<file path="src/verilog/twp_regs.vh">
// twp_regs.vh: constants of the two-wire master/slave port
// assumes: included by bare name from the design files
`ifndef TWP_REGS_VH
`define TWP_REGS_VH
`define TWP_LOW_PHASE 4'h6
`define TWP_HIGH_PHASE 4'h4
`define TWP_DIV_RESET 8'h0C
`define TWP_ADDR_RESET 7'h3C
`define TWP_FIFO_DEPTH 8
`define TWP_SYNC_STAGES 2
`endif

</file>
<file path="src/verilog/twp_fifo.v">
// twp_fifo.v: small synchronous fifo, valid/ready both sides, registered read data
// assumes: one clock, synchronous active high reset
`timescale 1ns/1ps
module twp_fifo #(
	parameter WIDTH = 8,
	parameter DEPTH = 8,
	parameter AW = 3
) (
	input wire mclk,
	input wire rst,
	input wire [WIDTH-1:0] in_data,
	input wire in_valid,
	output wire in_ready,
	output reg [WIDTH-1:0] out_data,
	output reg out_valid,
	input wire out_ready
);
	reg [WIDTH-1:0] mem [0:DEPTH-1];
	reg [AW-1:0] wr_ptr;
	reg [AW-1:0] rd_ptr;
	reg [AW:0] count;
	wire push;
	wire pop;
	wire load;
	assign in_ready = (count != DEPTH[AW:0]);
	assign push = in_valid && in_ready;
	// output register refills when empty or being drained
	assign load = (count != {(AW+1){1'b0}}) && (!out_valid || out_ready);
	assign pop = load;
	always @(posedge mclk) begin
		if (push)
			mem[wr_ptr] <= in_data;
	end
	always @(posedge mclk) begin
		if (rst) begin
			wr_ptr <= {AW{1'b0}};
			rd_ptr <= {AW{1'b0}};
			count <= {(AW+1){1'b0}};
			out_valid <= 1'b0;
			out_data <= {WIDTH{1'b0}};
		end else begin
			if (push)
				wr_ptr <= wr_ptr + 1'b1;
			if (pop)
				rd_ptr <= rd_ptr + 1'b1;
			count <= count + {{AW{1'b0}}, push} - {{AW{1'b0}}, pop};
			if (load) begin
				out_data <= mem[rd_ptr];
				out_valid <= 1'b1;
			end else if (out_ready)
				out_valid <= 1'b0;
		end
	end
endmodule

</file>
<file path="src/verilog/twp_port.v">
// twp_port.v: two-wire serial port with independent master and slave engines
// assumes: sda/scl open-drain pads outside; 25 MHz mclk; rx bytes drain via fifo
`timescale 1ns/1ps
`include "twp_regs.vh"
module twp_port #(
	parameter FIFO_DEPTH = `TWP_FIFO_DEPTH
) (
	input wire mclk,
	input wire rst,
	input wire sda_in,
	output wire sda_out,
	output wire sda_oe,
	input wire scl_in,
	output wire scl_out,
	output wire scl_oe,
	input wire [7:0] clock_divider_value,
	input wire m_start,
	input wire [6:0] m_addr,
	input wire m_read,
	input wire [7:0] m_tx_data,
	output reg m_busy,
	output reg m_done,
	output reg m_error,
	output wire [7:0] rx_data,
	output wire rx_valid,
	input wire rx_ready,
	input wire [6:0] s_addr,
	input wire [7:0] s_tx_data,
	output reg s_received,
	output reg s_requested,
	output reg bus_busy
);
	localparam M_IDLE = 6'h01, M_START = 6'h02, M_BIT = 6'h04;
	localparam M_ACK = 6'h08, M_STOP = 6'h10, M_DATA = 6'h20;
	localparam S_IDLE = 4'h1, S_BIT = 4'h2, S_ACK = 4'h4, S_SEND = 4'h8;
	reg [1:0] sda_sync;
	reg [1:0] scl_sync;
	reg sda_d;
	reg scl_d;
	wire sda = sda_sync[1];
	wire scl = scl_sync[1];
	// second stage only feeds logic; first stage stays private
	always @(posedge mclk) begin
		if (rst) begin
			sda_sync <= 2'b11;
			scl_sync <= 2'b11;
			sda_d <= 1'b1;
			scl_d <= 1'b1;
		end else begin
			sda_sync <= {sda_sync[0], sda_in};
			scl_sync <= {scl_sync[0], scl_in};
			sda_d <= sda;
			scl_d <= scl;
		end
	end
	wire start_seen = scl && scl_d && sda_d && !sda;
	wire stop_seen = scl && scl_d && !sda_d && sda;
	wire scl_rise = scl && !scl_d;
	wire scl_fall = !scl && scl_d;
	always @(posedge mclk) begin
		if (rst)
			bus_busy <= 1'b0;
		else if (start_seen)
			bus_busy <= 1'b1;
		else if (stop_seen)
			bus_busy <= 1'b0;
	end
	// receive fifo shared by both receive roles
	reg [7:0] fifo_in;
	reg fifo_push;
	wire fifo_ready;
	twp_fifo #(.WIDTH(8), .DEPTH(FIFO_DEPTH), .AW(3)) u_fifo (
		.mclk(mclk),
		.rst(rst),
		.in_data(fifo_in),
		.in_valid(fifo_push),
		.in_ready(fifo_ready),
		.out_data(rx_data),
		.out_valid(rx_valid),
		.out_ready(rx_ready)
	);
	// phase unit lasts 2*(1+divider) system clocks; 9-bit count so 8'hFF still fits
	reg [8:0] pre_cnt;
	reg [3:0] phase;
	wire tick = (pre_cnt == {clock_divider_value, 1'b1});
	reg [5:0] m_state;
	reg [3:0] m_bit;
	reg [8:0] m_shift;
	reg m_sda_low;
	reg m_scl_low;
	reg m_addr_phase;
	reg m_rd;
	reg [7:0] fifo_in_m;
	// low phase 6 units, high phase 4 units
	wire phase_end = tick && (phase == (m_scl_low ? `TWP_LOW_PHASE : `TWP_HIGH_PHASE) - 4'h1);
	wire m_hold = !m_scl_low && !scl; // stretched clock
	always @(posedge mclk) begin
		if (rst) begin
			pre_cnt <= 9'h000;
		end else if (m_state == M_IDLE || tick || m_hold) begin
			pre_cnt <= 9'h000;
		end else begin
			pre_cnt <= pre_cnt + 9'h001;
		end
	end
	always @(posedge mclk) begin
		if (rst) begin
			m_state <= M_IDLE;
			phase <= 4'h0;
			m_bit <= 4'h0;
			m_shift <= 9'h1FF;
			m_sda_low <= 1'b0;
			m_scl_low <= 1'b0;
			m_addr_phase <= 1'b0;
			m_rd <= 1'b0;
			fifo_in_m <= 8'h00;
			m_busy <= 1'b0;
			m_done <= 1'b0;
			m_error <= 1'b0;
		end else begin
			m_done <= 1'b0;
			m_error <= 1'b0;
			if (tick && !m_hold)
				phase <= phase_end ? 4'h0 : phase + 4'h1;
			case (m_state)
			M_IDLE: begin
				phase <= 4'h0;
				if (m_start && !bus_busy && sda && scl) begin
					m_state <= M_START;
					m_busy <= 1'b1;
					m_sda_low <= 1'b1;
					m_rd <= m_read;
					m_shift <= {m_addr, m_read, 1'b1};
					m_addr_phase <= 1'b1;
					m_bit <= 4'h0;
				end
			end
			M_START: if (phase_end) begin
				m_scl_low <= 1'b1;
				m_state <= M_BIT;
			end
			// data moves mid low phase, never on a clock edge
			M_BIT: if (m_scl_low && tick && phase == 4'h2) begin
				m_sda_low <= !m_shift[8];
			end else if (phase_end) begin
				if (m_scl_low)
					m_scl_low <= 1'b0;
				else begin
					// lost arbitration: released line seen low; ack slot belongs to the far side
					if (!m_sda_low && !sda && m_bit < 4'h8 && !(m_rd && !m_addr_phase)) begin
						m_error <= 1'b1;
						m_busy <= 1'b0;
						m_sda_low <= 1'b0;
						m_state <= M_IDLE;
					end else begin
						m_shift <= {m_shift[7:0], sda};
						m_scl_low <= 1'b1;
						m_bit <= m_bit + 4'h1;
						if (m_bit == 4'h8)
							m_state <= M_ACK;
					end
				end
			end
			M_ACK: begin
				m_bit <= 4'h0;
				if (m_rd && !m_addr_phase) begin
					fifo_in_m <= m_shift[8:1];
					m_shift <= 9'h1FF; // single byte read: master nacks
				end
				if (!m_rd || m_addr_phase ? m_shift[0] : 1'b0) begin
					m_error <= 1'b1; // nack from slave
					m_sda_low <= 1'b1; // data low under low clock, so stop edge is clean
					m_state <= M_STOP;
				end else if (m_addr_phase) begin
					m_addr_phase <= 1'b0;
					m_shift <= m_rd ? 9'h1FF : {m_tx_data, 1'b1};
					m_state <= M_BIT;
				end else begin
					m_done <= 1'b1;
					m_sda_low <= 1'b1;
					m_state <= M_STOP;
				end
			end
			M_STOP: if (phase_end) begin
				if (m_scl_low) begin
					m_sda_low <= 1'b1;
					m_scl_low <= 1'b0;
				end else begin
					m_sda_low <= 1'b0;
					m_busy <= 1'b0;
					m_state <= M_IDLE;
				end
			end
			default: m_state <= M_IDLE;
			endcase
		end
	end
	reg m_push_req;
	always @(posedge mclk) begin
		if (rst)
			m_push_req <= 1'b0;
		else
			m_push_req <= (m_state == M_ACK) && m_rd && !m_addr_phase;
	end
	// slave engine runs beside the master
	reg [3:0] s_state;
	reg [3:0] s_bit;
	reg [7:0] s_shift;
	reg s_sda_low;
	reg s_scl_low;
	reg s_is_addr;
	reg s_tx;
	reg s_push_req;
	reg [7:0] s_byte;
	always @(posedge mclk) begin
		if (rst) begin
			s_state <= S_IDLE;
			s_bit <= 4'h0;
			s_shift <= 8'h00;
			s_sda_low <= 1'b0;
			s_scl_low <= 1'b0;
			s_is_addr <= 1'b0;
			s_tx <= 1'b0;
			s_push_req <= 1'b0;
			s_byte <= 8'h00;
			s_received <= 1'b0;
			s_requested <= 1'b0;
		end else begin
			s_received <= 1'b0;
			s_requested <= 1'b0;
			s_push_req <= 1'b0;
			// hold clock low while fifo is full; the byte's single push pulse is not retried, so it is dropped
			s_scl_low <= s_scl_low ? !fifo_ready : 1'b0;
			if (start_seen) begin
				s_state <= S_BIT;
				s_bit <= 4'h0;
				s_is_addr <= 1'b1;
				s_sda_low <= 1'b0;
			end else if (stop_seen) begin
				s_state <= S_IDLE;
				s_sda_low <= 1'b0;
			end else begin
				case (s_state)
				S_IDLE: s_sda_low <= 1'b0;
				S_BIT: if (scl_rise) begin
					s_shift <= {s_shift[6:0], sda};
					s_bit <= s_bit + 4'h1;
				end else if (scl_fall && s_bit == 4'h8) begin
					if (s_is_addr && s_shift[7:1] != s_addr) begin
						s_state <= S_IDLE;
					end else if (s_is_addr) begin
						s_sda_low <= 1'b1;
						s_tx <= s_shift[0];
						s_state <= S_ACK;
					end else begin
						s_sda_low <= 1'b1;
						s_byte <= s_shift;
						s_push_req <= 1'b1;
						s_received <= 1'b1;
						s_scl_low <= !fifo_ready;
						s_state <= S_ACK;
					end
				end
				S_ACK: if (scl_fall) begin
					s_is_addr <= 1'b0;
					s_bit <= 4'h0;
					if (s_tx) begin
						s_shift <= s_tx_data;
						s_sda_low <= !s_tx_data[7];
						s_requested <= 1'b1;
						s_state <= S_SEND;
					end else begin
						s_sda_low <= 1'b0;
						s_state <= S_BIT;
					end
				end
				S_SEND: if (scl_fall) begin
					s_bit <= s_bit + 4'h1;
					s_shift <= {s_shift[6:0], 1'b1};
					s_sda_low <= (s_bit < 4'h7) && !s_shift[6];
					if (s_bit == 4'h8)
						s_state <= sda ? S_IDLE : S_SEND;
					if (s_bit == 4'h8 && !sda) begin
						s_bit <= 4'h0;
						s_shift <= s_tx_data;
						s_sda_low <= !s_tx_data[7];
						s_requested <= 1'b1;
					end
				end else if (scl_rise && s_bit == 4'h8 && sda) begin
					s_state <= S_IDLE; // master nacked
				end
				default: s_state <= S_IDLE;
				endcase
			end
		end
	end
	always @* begin
		fifo_push = s_push_req || m_push_req;
		fifo_in = s_push_req ? s_byte : fifo_in_m;
	end
	// open-drain: only ever drive low
	assign sda_out = 1'b0;
	assign scl_out = 1'b0;
	assign sda_oe = m_sda_low || s_sda_low;
	assign scl_oe = m_scl_low || s_scl_low;
endmodule

</file>
<file path="config.mk">
export PLATFORM = sky130hd
export DESIGN_NAME = twp_port
export DESIGN_NICKNAME = d
export VERILOG_FILES = /design/src/verilog/twp_fifo.v /design/src/verilog/twp_port.v
export VERILOG_INCLUDE_DIRS = /design/src /design/src/verilog
export SDC_FILE = /design/constraint.sdc
export NUM_CORES = 1
export LEC_CHECK = 0
export BUFFER_PORTS_ARGS = -buffer_cell sky130_fd_sc_hd__buf_4
export CAP_MARGIN = 40
export CORE_MARGIN = 2
export CORE_UTILIZATION = 50
export CTS_BUF_LIST = sky130_fd_sc_hd__clkbuf_4
export CTS_CLUSTER_DIAMETER = 30
export DETAILED_ROUTE_END_ITERATION = 10
export PLACE_DENSITY = 0.65
export SYNTH_ARGS = -nofsm -noshare
export SYNTH_HDL_FRONTEND = slang
export SYNTH_SLANG_ARGS = --single-unit
</file>
<file path="constraint.sdc">
create_clock -name mclk -period 7.02 [get_ports mclk]
set_clock_uncertainty 0.1 [all_clocks]
set_input_delay 0.702 -clock mclk [delete_from_list [all_inputs] [get_ports mclk]]
set_output_delay 0.702 -clock mclk [all_outputs]
set_load 0.02 [all_outputs]
</file>
[After elaboration in Yosys (flattened, before gate mapping)]
Memories as Yosys holds them, arrays and structs flattened. A register that Yosys moved wholly into a read port is not among the register bits.
Cells that the tools add are included.
Word-level totals
  input port bits: 45
  output and inout port bits: 19
  bits in read-only memories: 0
  memories: 1
  bits in registers: 96
  memory bits (writable): 64
  latch bits: 0
Memories
  u_fifo.mem: words 8, width 8, rd ports 1, clocked after Yosys merged registers in 1, write ports 1, RTL line twp_fifo.v:18  | reg [WIDTH-1:0] mem [0:DEPTH-1];
Cells by class
  multipliers: 0
  shift operators: 0
  magnitude comparators: 2
  div/mod/pow operators: 0
  add/subtract/negate cells: 9
  bitwise gates (word level): 9
  muxes and demuxes: 117
  reductions and logical operators: 86
  eq/ne operators: 47
Operators by type and width (number)
  9-bit 2-to-1 mux: 9
  4-bit 2-to-1 mux: 18
  1-bit 2-to-1 mux: 56
  6-bit 2-to-1 mux: 9
  8-bit 2-to-1 mux: 6
  2-bit inequality test (second input constant): 17
  6-bit one-hot mux with 5 select lines: 1
  1-bit logical AND: 29
  7-bit AND reduction: 4
  9-bit one-hot mux with 3 select lines: 1
  3-bit inequality test (second input constant): 8
  4-bit one-hot mux with 3 select lines: 2
  8-bit one-hot mux with 3 select lines: 1
  6-bit AND reduction: 4
  1-bit zero test: 16
  4-bit inequality test (second input constant): 4
  4-bit one-hot mux with 4 select lines: 1
  8-bit AND reduction: 2
  4-bit by 1-bit adder with 4-bit output (second input constant): 3
  4-bit equality test (second input constant): 3
  3-bit nonzero test: 4
  4-bit nonzero test: 3
  5-bit 2-to-1 mux: 2
  5-bit inequality test (second input constant): 2
  other kinds (33): 65

[Logic depth before layout (Yosys ltp)]
Gate-level depths: netlist of the first run.
  depth in word-level cells: 10
  mapped depth: 11
  gate-level depth less buffers: 10

[Hierarchy]
Synthesis of the first run repeated with hierarchy kept, for this count alone.
Unflattened totals
  cell total of the unflattened synthesis: 737
  area, all modules: 7813.7 µm²
Modules (own cells, without submodules)
  twp_port: cells an instance 525, times used 1, seq. area each 1681.6 µm², area an instance 4498.1 µm²
  twp_fifo: cells an instance 212, times used 1, seq. area each 2302.2 µm², area an instance 3315.7 µm²

[Worst setup path before layout of the first run]
No wires, ideal clock.
  path kind: input -> register
  start: input rx_ready
  end: register u_fifo.count[1]
  setup slack: 4.446 ns
  path buffers: 1
  arrival: 2.348 ns
  cell stages on the path: 8
  required time: 6.794 ns
  path through: nand2b_1 -> a21boi_0 -> clkbuf_1 -> ha_1 -> inv_1 -> ha_1 -> fa_1 -> nor2b_1
Between the ends
  word-level cells in the longest chain between the ends: 3
RTL lines
  start: declaration: RTL line twp_port.v:26  | input wire rx_ready,
  1-bit logical OR: RTL line twp_fifo.v:28  | assign load = (count != {(AW+1){1'b0}}) && (!out_valid || out_ready);
  1-bit logical AND: RTL line twp_fifo.v:28
  named net u_fifo.load: RTL line twp_fifo.v:24  | wire load;
  4-bit by 1-bit subtractor with 4-bit output: RTL line twp_fifo.v:46  | count <= count + {{AW{1'b0}}, push} - {{AW{1'b0}}, pop};
  end signal: assignment: RTL line twp_fifo.v:38  | count <= {(AW+1){1'b0}};
  end signal: assignment: RTL line twp_fifo.v:46
  end: declaration: RTL line twp_fifo.v:21  | reg [AW:0] count;
The timed path passes the listed nets, and every way through them passes these cells.
A chain may end at the register's enable or synchronous reset.

[Final worst setup path of the first run]
  start: register m_state[4]
  end: register m_state[0]
Between the ends
  word-level cells in the longest chain between the ends: 3
  elaborated cells between the ends (all ways): 15
  those cells by class: eq/ne (13); mux (1); reduce/logical (1)
RTL lines
  start: declaration: RTL line twp_port.v:86  | reg [5:0] m_state;
  start signal: assignment: RTL line twp_port.v:108  | m_state <= M_IDLE;
  start signal: assignment: RTL line twp_port.v:129  | m_state <= M_START;
  start signal: assignment: RTL line twp_port.v:140  | m_state <= M_BIT;
  6-bit by 3-bit equality test with 1-bit output (tied with other cells): RTL line twp_port.v:125  | case (m_state)
  3-bit inequality test (no source line) (tied with other cells)
  8-bit AND reduction (no source line)
Parallel ways exist; a longest one is shown, timed or not.

==> impl_metrics.ini, run 1 <==
[die]
die-area_um2 = 16300
dieHeight_um = 128
num_io_pins = 64
initial_core_util = 0.508
die_w_um = 128
core-area_um2 = 15100
rows = 45

[pwr]
internal-power_mw = 1.65
p_sw_uw = 737
seqPwrFrac = 0.486
power_leakage_nw = 3.08
power_mw = 2.39
p_per_area_nw_per_um2 = 278
p_clk_frac = 0.263
comb_power_share = 0.251
ir_worst_vdd_v = 0.000149
p_sw_frac = 0.308

[synthesis]
synth.distinct_cells = 73
ys_seq_elements = 167
synth_edf_count = 64
synth_top_area_share = 0.269
async_flop_share = 0
synth_area_leaders = dfxtp_1 (27%), edfxtp_1 (25%), mux2i_1 (5.5%)
avgSynthCellArea_um2 = 11.1
netlist_instances = 692
yosys.area_share.adder = 0.0271
seq_area_frac_synth = 0.520
synthSimpleGateAreaFrac = 0.155
ys_warn_count = 0
yosys.area.top_type = dfxtp_1
syn-cell-area_um2 = 7670
synth_compound_area_frac = 0.113
synth-xor-area-share = 0.0388
synth.area.mux_share = 0.114
synth_top_family_by_area = simple AND/OR/NAND/NOR gates
ys.flop_type = dfxtp_1

[route]
viasPerCell = 5.85
wirelength_met1_um = 7420
totalWireLength_um = 16200
ant_nets = 0
drt_first_iter_violations = 408
drtPass1Iterations = 5
drcViolationCount = 0
dr_wl_met3_um = 762
vias = 5518
highest_layer = met4
wl_met2_um = 7700
wl_per_cell_um = 17.2

[sta]
max_freq_mhz = 375
slew_headroom = 0.412
hold_viol = 0
finalCritPeriodShare = 0.380
period_minus_slack_ps = 2670
finalSetupViolCount = 0
tightestPinTransition_ps = 879
tns_ps = 0
slew_violations = 0
rsz0062_at_grt = no

[finish]
multi_input_area_um2 = 3440
seq_area_um2 = 3980
drive_above_1_share = 0.202
fill_cells = 1286
final_cell_mix = dfxtp_1 (103), nor2_1 (86), buf_4 (70)
area_delta_synth_final_pct = 12.2
final_common_cell = dfxtp_1
stdcell_count = 943
layout.nets = 802

[clocking]
htreeDepth = 4
cts.path.max_buffers = 2
cts_tree = done
clk_pin_slew_worst_paths_ps = 130
post-cts-setup-buffer-count = 0
cts.hold.buffers_added = 0
clock_latency_ps = 560
clock_sinks = 167
root_buffer = clkbuf_4
cts_resized = 0
cts_buffers = 17

[global_routing]
grt_pass1_vias = 5229
grt_max_degree = 48
grt_pass1_wl_um = 26700
grt_usage = 0.209
antenna_found_initial = 1
grt.overflow.total = 0

[setup_path]
cp_cell_sequence = or4_1 > nor2_2 > nand2b_1 > o21bai_1 > and3_2 > a211o_1
cp-end-kind = flip-flop
path_buf_inv = 0
crit_fanout = 17
critPathMaxStageDelay_ps = 550
crit_required_ps = 7380
critical-path-top-delay-family = simple AND/OR/NAND/NOR gates
startpoint_type = flip-flop
path_class = reg2reg
cp_slowest_cell = or4_1
arrival_ps = 3030

[worst_hold_path]
hold_class = in2reg

[placed_design]
placedCellCount = 910
place_congestion = 0.857
dpl.hpwl_um = 11600
io_buffers = 61

[run_status]
status = complete, no violations

[run]
cap_violations = 0
per-layer routing:
metal | global-route usage | vias up
met5 | 0 | -
met4 | 0.0672 | 0
met3 | 0.0447 | 29
met2 | 0.333 | 167
met1 | 0.286 | 2676
li1 | - | 2646
sequential cells by signal, indices dropped and copies added (netlist names), 2 cells and up:
register / cells
s_bit: 4
m_state: 5
u_fifo.mem: 64
s_state: 4
u_fifo.rd_ptr: 3
u_fifo.wr_ptr: 3
s_byte: 8
fifo_in_m: 8
scl_sync: 2
m_bit: 4
m_shift: 9
s_shift: 8
u_fifo.count: 4
sda_sync: 2
phase: 4
pre_cnt: 9
u_fifo.out_data: 8
through the flow:
stage	hold WS (ps)	worst slack [ps]	util	cell area [um^2]
global route	157	4090	0.570	8600
global placement	294	4040	0.546	8240
detailed placement	301	4280	0.548	8270
CTS	174	4350	0.570	8600
finish	214	4350	0.570	8600
floorplan	289	4450	-	7670
cell usage after synthesis, types with 10 or more instances:
master    count
edfxtp_1     64
a21oi_1      33
xor2_1       12
xnor2_1      22
mux4_2       16
inv_1        16
mux2i_1      42
nor2_1       86
dfxtp_1     103
ha_1         15
clkbuf_1     27
a211oi_1     17
nor3_1       15
nand3_1      11
nand2b_1     17
o21ai_0      18
or2_2        10
nand2_1      24
final timing paths:
kind | from | endpoint | slack, ps | cells past startpoint
setup / recovery | m_state[4] | m_state[0] | 4350 | 6
hold / removal | scl_in | scl_sync[0] | 210 | 2
setup reg to reg | m_state[4] | m_state[0] | 4350 | 6
hold reg to reg | sda_sync[0] | sda_sync[1] | 330 | 1
power groups by stage:
| stage | logic, mW | registers [mW] | clock network [mW] |
|---|---|---|---|
| 2_1_floorplan | 0.444 | 1.17 | 0 |
| 3_3_place_gp | 0.583 | 1.18 | 0 |
| 3_5_place_dp | 0.604 | 1.19 | 0 |
| 4_1_cts | 0.607 | 1.16 | 0.648 |
| 5_1_grt | 0.667 | 1.18 | 0.690 |
| 6_report | 0.600 | 1.16 | 0.629 |
layout make-up:
type                            count  share of cell area
Inverter                           16             0.00698
Sequential cell                   167               0.463
Multi-Input combinational cell    467               0.400
Clock inverter                     15              0.0231
Antenna cell                        1            0.000291
Timing Repair Buffer               72              0.0640
Clock buffer                       17              0.0148
Tap cell                          188              0.0273
kinds of logic (layout without fill, tap and decap cells):
kind of cell | after synthesis | count (layout)
buffers and inverters | 59 | 120
DFF | 167 | 167
AOI/OAI and AO/OA | 124 | 124
other | 1 | 3
xor gates and xnor gates | 34 | 34
muxes | 66 | 66
and+or+nand+nor | 225 | 225
adders and majority gates | 16 | 16
No activity file was read; power rests on OpenSTA's default activity.
==> run 2, diff against run 1 <==
- PLACE_DENSITY: 0.65 -> 0.67
- clock period: 7.02 -> 2.2 ns (I/O delays scaled with it)
==> run 2 against run 1 <==
Against the previous run:
- non-clock buffer count rose by 95
- maximum frequency is 17% higher
- clock power grew to 2.8 times the previous value
- critical path type unchanged
- die area is the same
- first-iteration DRC count increased by 7.8%
- sequential power grew to 3.1 times the previous value
- design area grew 10%
- the flow now finishes with violations (setup timing)
- sequential share of layout area shrank 4.3 points
- hold slack got worse by 180 ps
- final cell count grew 10%
- critical path depth unchanged
==> impl_metrics.ini, run 2 (synthesis gave the netlist of run 1 again) <==
[clocking]
clk_pin_slew_worst_paths_ps = 150
clock_latency_ps = 560
root_buffer = clkbuf_4
cts.path.max_buffers = 2
clock_sinks = 167
htreeDepth = 4
cts_tree = done
cts_buffers = 17

[setup_path]
crit_required_ps = 2610
cp-end-kind = flip-flop
arrival_ps = 2700
crit_fanout = 4
startpoint_type = flip-flop
path_class = reg2reg

[die]
die_w_um = 128
initial_core_util = 0.508
dieHeight_um = 128
core-area_um2 = 15100
die-area_um2 = 16300
num_io_pins = 64
rows = 45

[placed_design]
dpl.hpwl_um = 12400
io_buffers = 61
place_congestion = 0.895

[finish]
top_register = u_fifo.mem
top_regs = u_fifo.mem: 64 flops, m_shift: 9 flops, pre_cnt: 9 flops
fill_cells = 1192
final_cell_mix = buf_4 (141), dfxtp_1 (96), nor2_1 (84)
utilization = 0.630
drive_above_1_share = 0.302
final_common_cell = buf_4
largest_reg_flops = 64
antennaDiodeCount = 0
area_delta_synth_final_pct = 24.0
multi_input_area_um2 = 3580
seq_area_um2 = 3990
layout.nets = 897

[sta]
finalCritPeriodShare = 1.04
hold_viol = 0
finalWorstSetupSlack_ps = -90.3
period_minus_slack_ps = 2290
tns_ps = -393
finalSetupViolCount = 6
slew_violations = 0
tightestPinTransition_ps = 628
slew_headroom = 0.581
max_freq_mhz = 437
rsz0062_at_grt = yes

[run_status]
status = finished with violations
violations = setup timing

[route]
vias = 5871
wl_per_cell_um = 17.4
drt_first_iter_violations = 440
viasPerCell = 5.66
drtPass1Iterations = 5
totalWireLength_um = 18100
ant_nets = 0
drcViolationCount = 0

[global_routing]
grt_max_degree = 65
grt_usage = 0.220
grt_pass1_vias = 5708
antenna_found_initial = 0
grt.overflow.total = 0
grt_pass1_wl_um = 28300

[pwr]
power_leakage_nw = 3.56
comb_power_share = 0.302
p_clk_frac = 0.227
p_sw_mw = 2.51
internal-power_mw = 5.17
p_sw_frac = 0.327
seqPwrFrac = 0.470
ir_worst_vdd_v = 0.000726
p_per_area_nw_per_um2 = 808

[run]
cap_violations = 0

[worst_hold_path]
hold_class = in2reg
==> run 2: cell types whose count changed in the layout (fill, tap and decap cells not counted), sizes merged, moves of 2 or more <==
cell / before / now
inv: 22 / 24
bufinv: 4 / 1
clkinvlp: 0 / 2
buf: 72 / 147
dlygate4sd3: 0 / 20
==> run 2: final timing paths <==
path,from,to,slack [ps],cells past startpoint
worst max-delay path,phase[1],m_state[3],-90,6
worst min-delay path,m_tx_data[7],m_shift[8],30,5
worst min register to register,scl_sync[0],scl_sync[1],310,1
worst max register to register,phase[1],m_state[3],-90,6
==> run 2: cell type report <==
class                           instances  area share
Inverter                               16     0.00632
Clock buffer                           17      0.0134
Sequential cell                       167       0.420
Multi-Input combinational cell        467       0.376
Timing Repair Buffer                  167       0.144
Tap cell                              188      0.0247
Clock inverter                         15      0.0149
==> run 2: critical path, cell delays in order (launching register included) <==
cell      delay [ps]
dfxtp_2          380
nand2_2           60
or4_4            540
or4_4            450
a221oi_4         310
and3_4           260
nor3b_2          140
==> run 2: power by group through the flow <==
stage / sequential, mW / clock, mW / combinational (mW)
6_report: 3.61 / 1.75 / 2.32
5_1_grt: 3.64 / 1.90 / 2.53
4_1_cts: 3.61 / 1.79 / 2.27
3_5_place_dp: 3.68 / 0 / 2.22
3_3_place_gp: 3.66 / 0 / 2.15
2_1_floorplan: 3.72 / 0 / 1.43
==> run 2: routing by layer <==
layer  wire length [um]  vias to the layer above  part of all wire  GRT usage
li1                   -                     2841                 -          -
met3                670                       28             0.037     0.0497
met5                  0                        -                 0          0
met2               8970                      139              0.50      0.372
met1               8130                     2863              0.45      0.289
met4                292                        0             0.016     0.0575
==> run 2: timing repair <==
action,CTS,global route
resized for setup,4,20
pin swaps,3,7
hold endpoints to repair,31,0
setup buffers,5,9
hold buffers,20,0
setup endpoints to repair,22,48
==> run 2: through the flow <==
stage | area, um^2 | setup WS, ps | std cells | total power [mW] | hold WS, ps
3_3_place_gp | 8810 | -135 | 970 | 5.82 | 293
4_1_cts | 9350 | -96.2 | 1028 | 7.67 | 9.70
6_report | 9500 | -90.3 | 1037 | 7.68 | 33.9
2_1_floorplan | 7720 | -7.46 | 693 | 5.15 | 224
5_1_grt | 9500 | -151 | 1037 | 8.07 | 18.1
3_5_place_dp | 8820 | -96.8 | 971 | 5.89 | 296
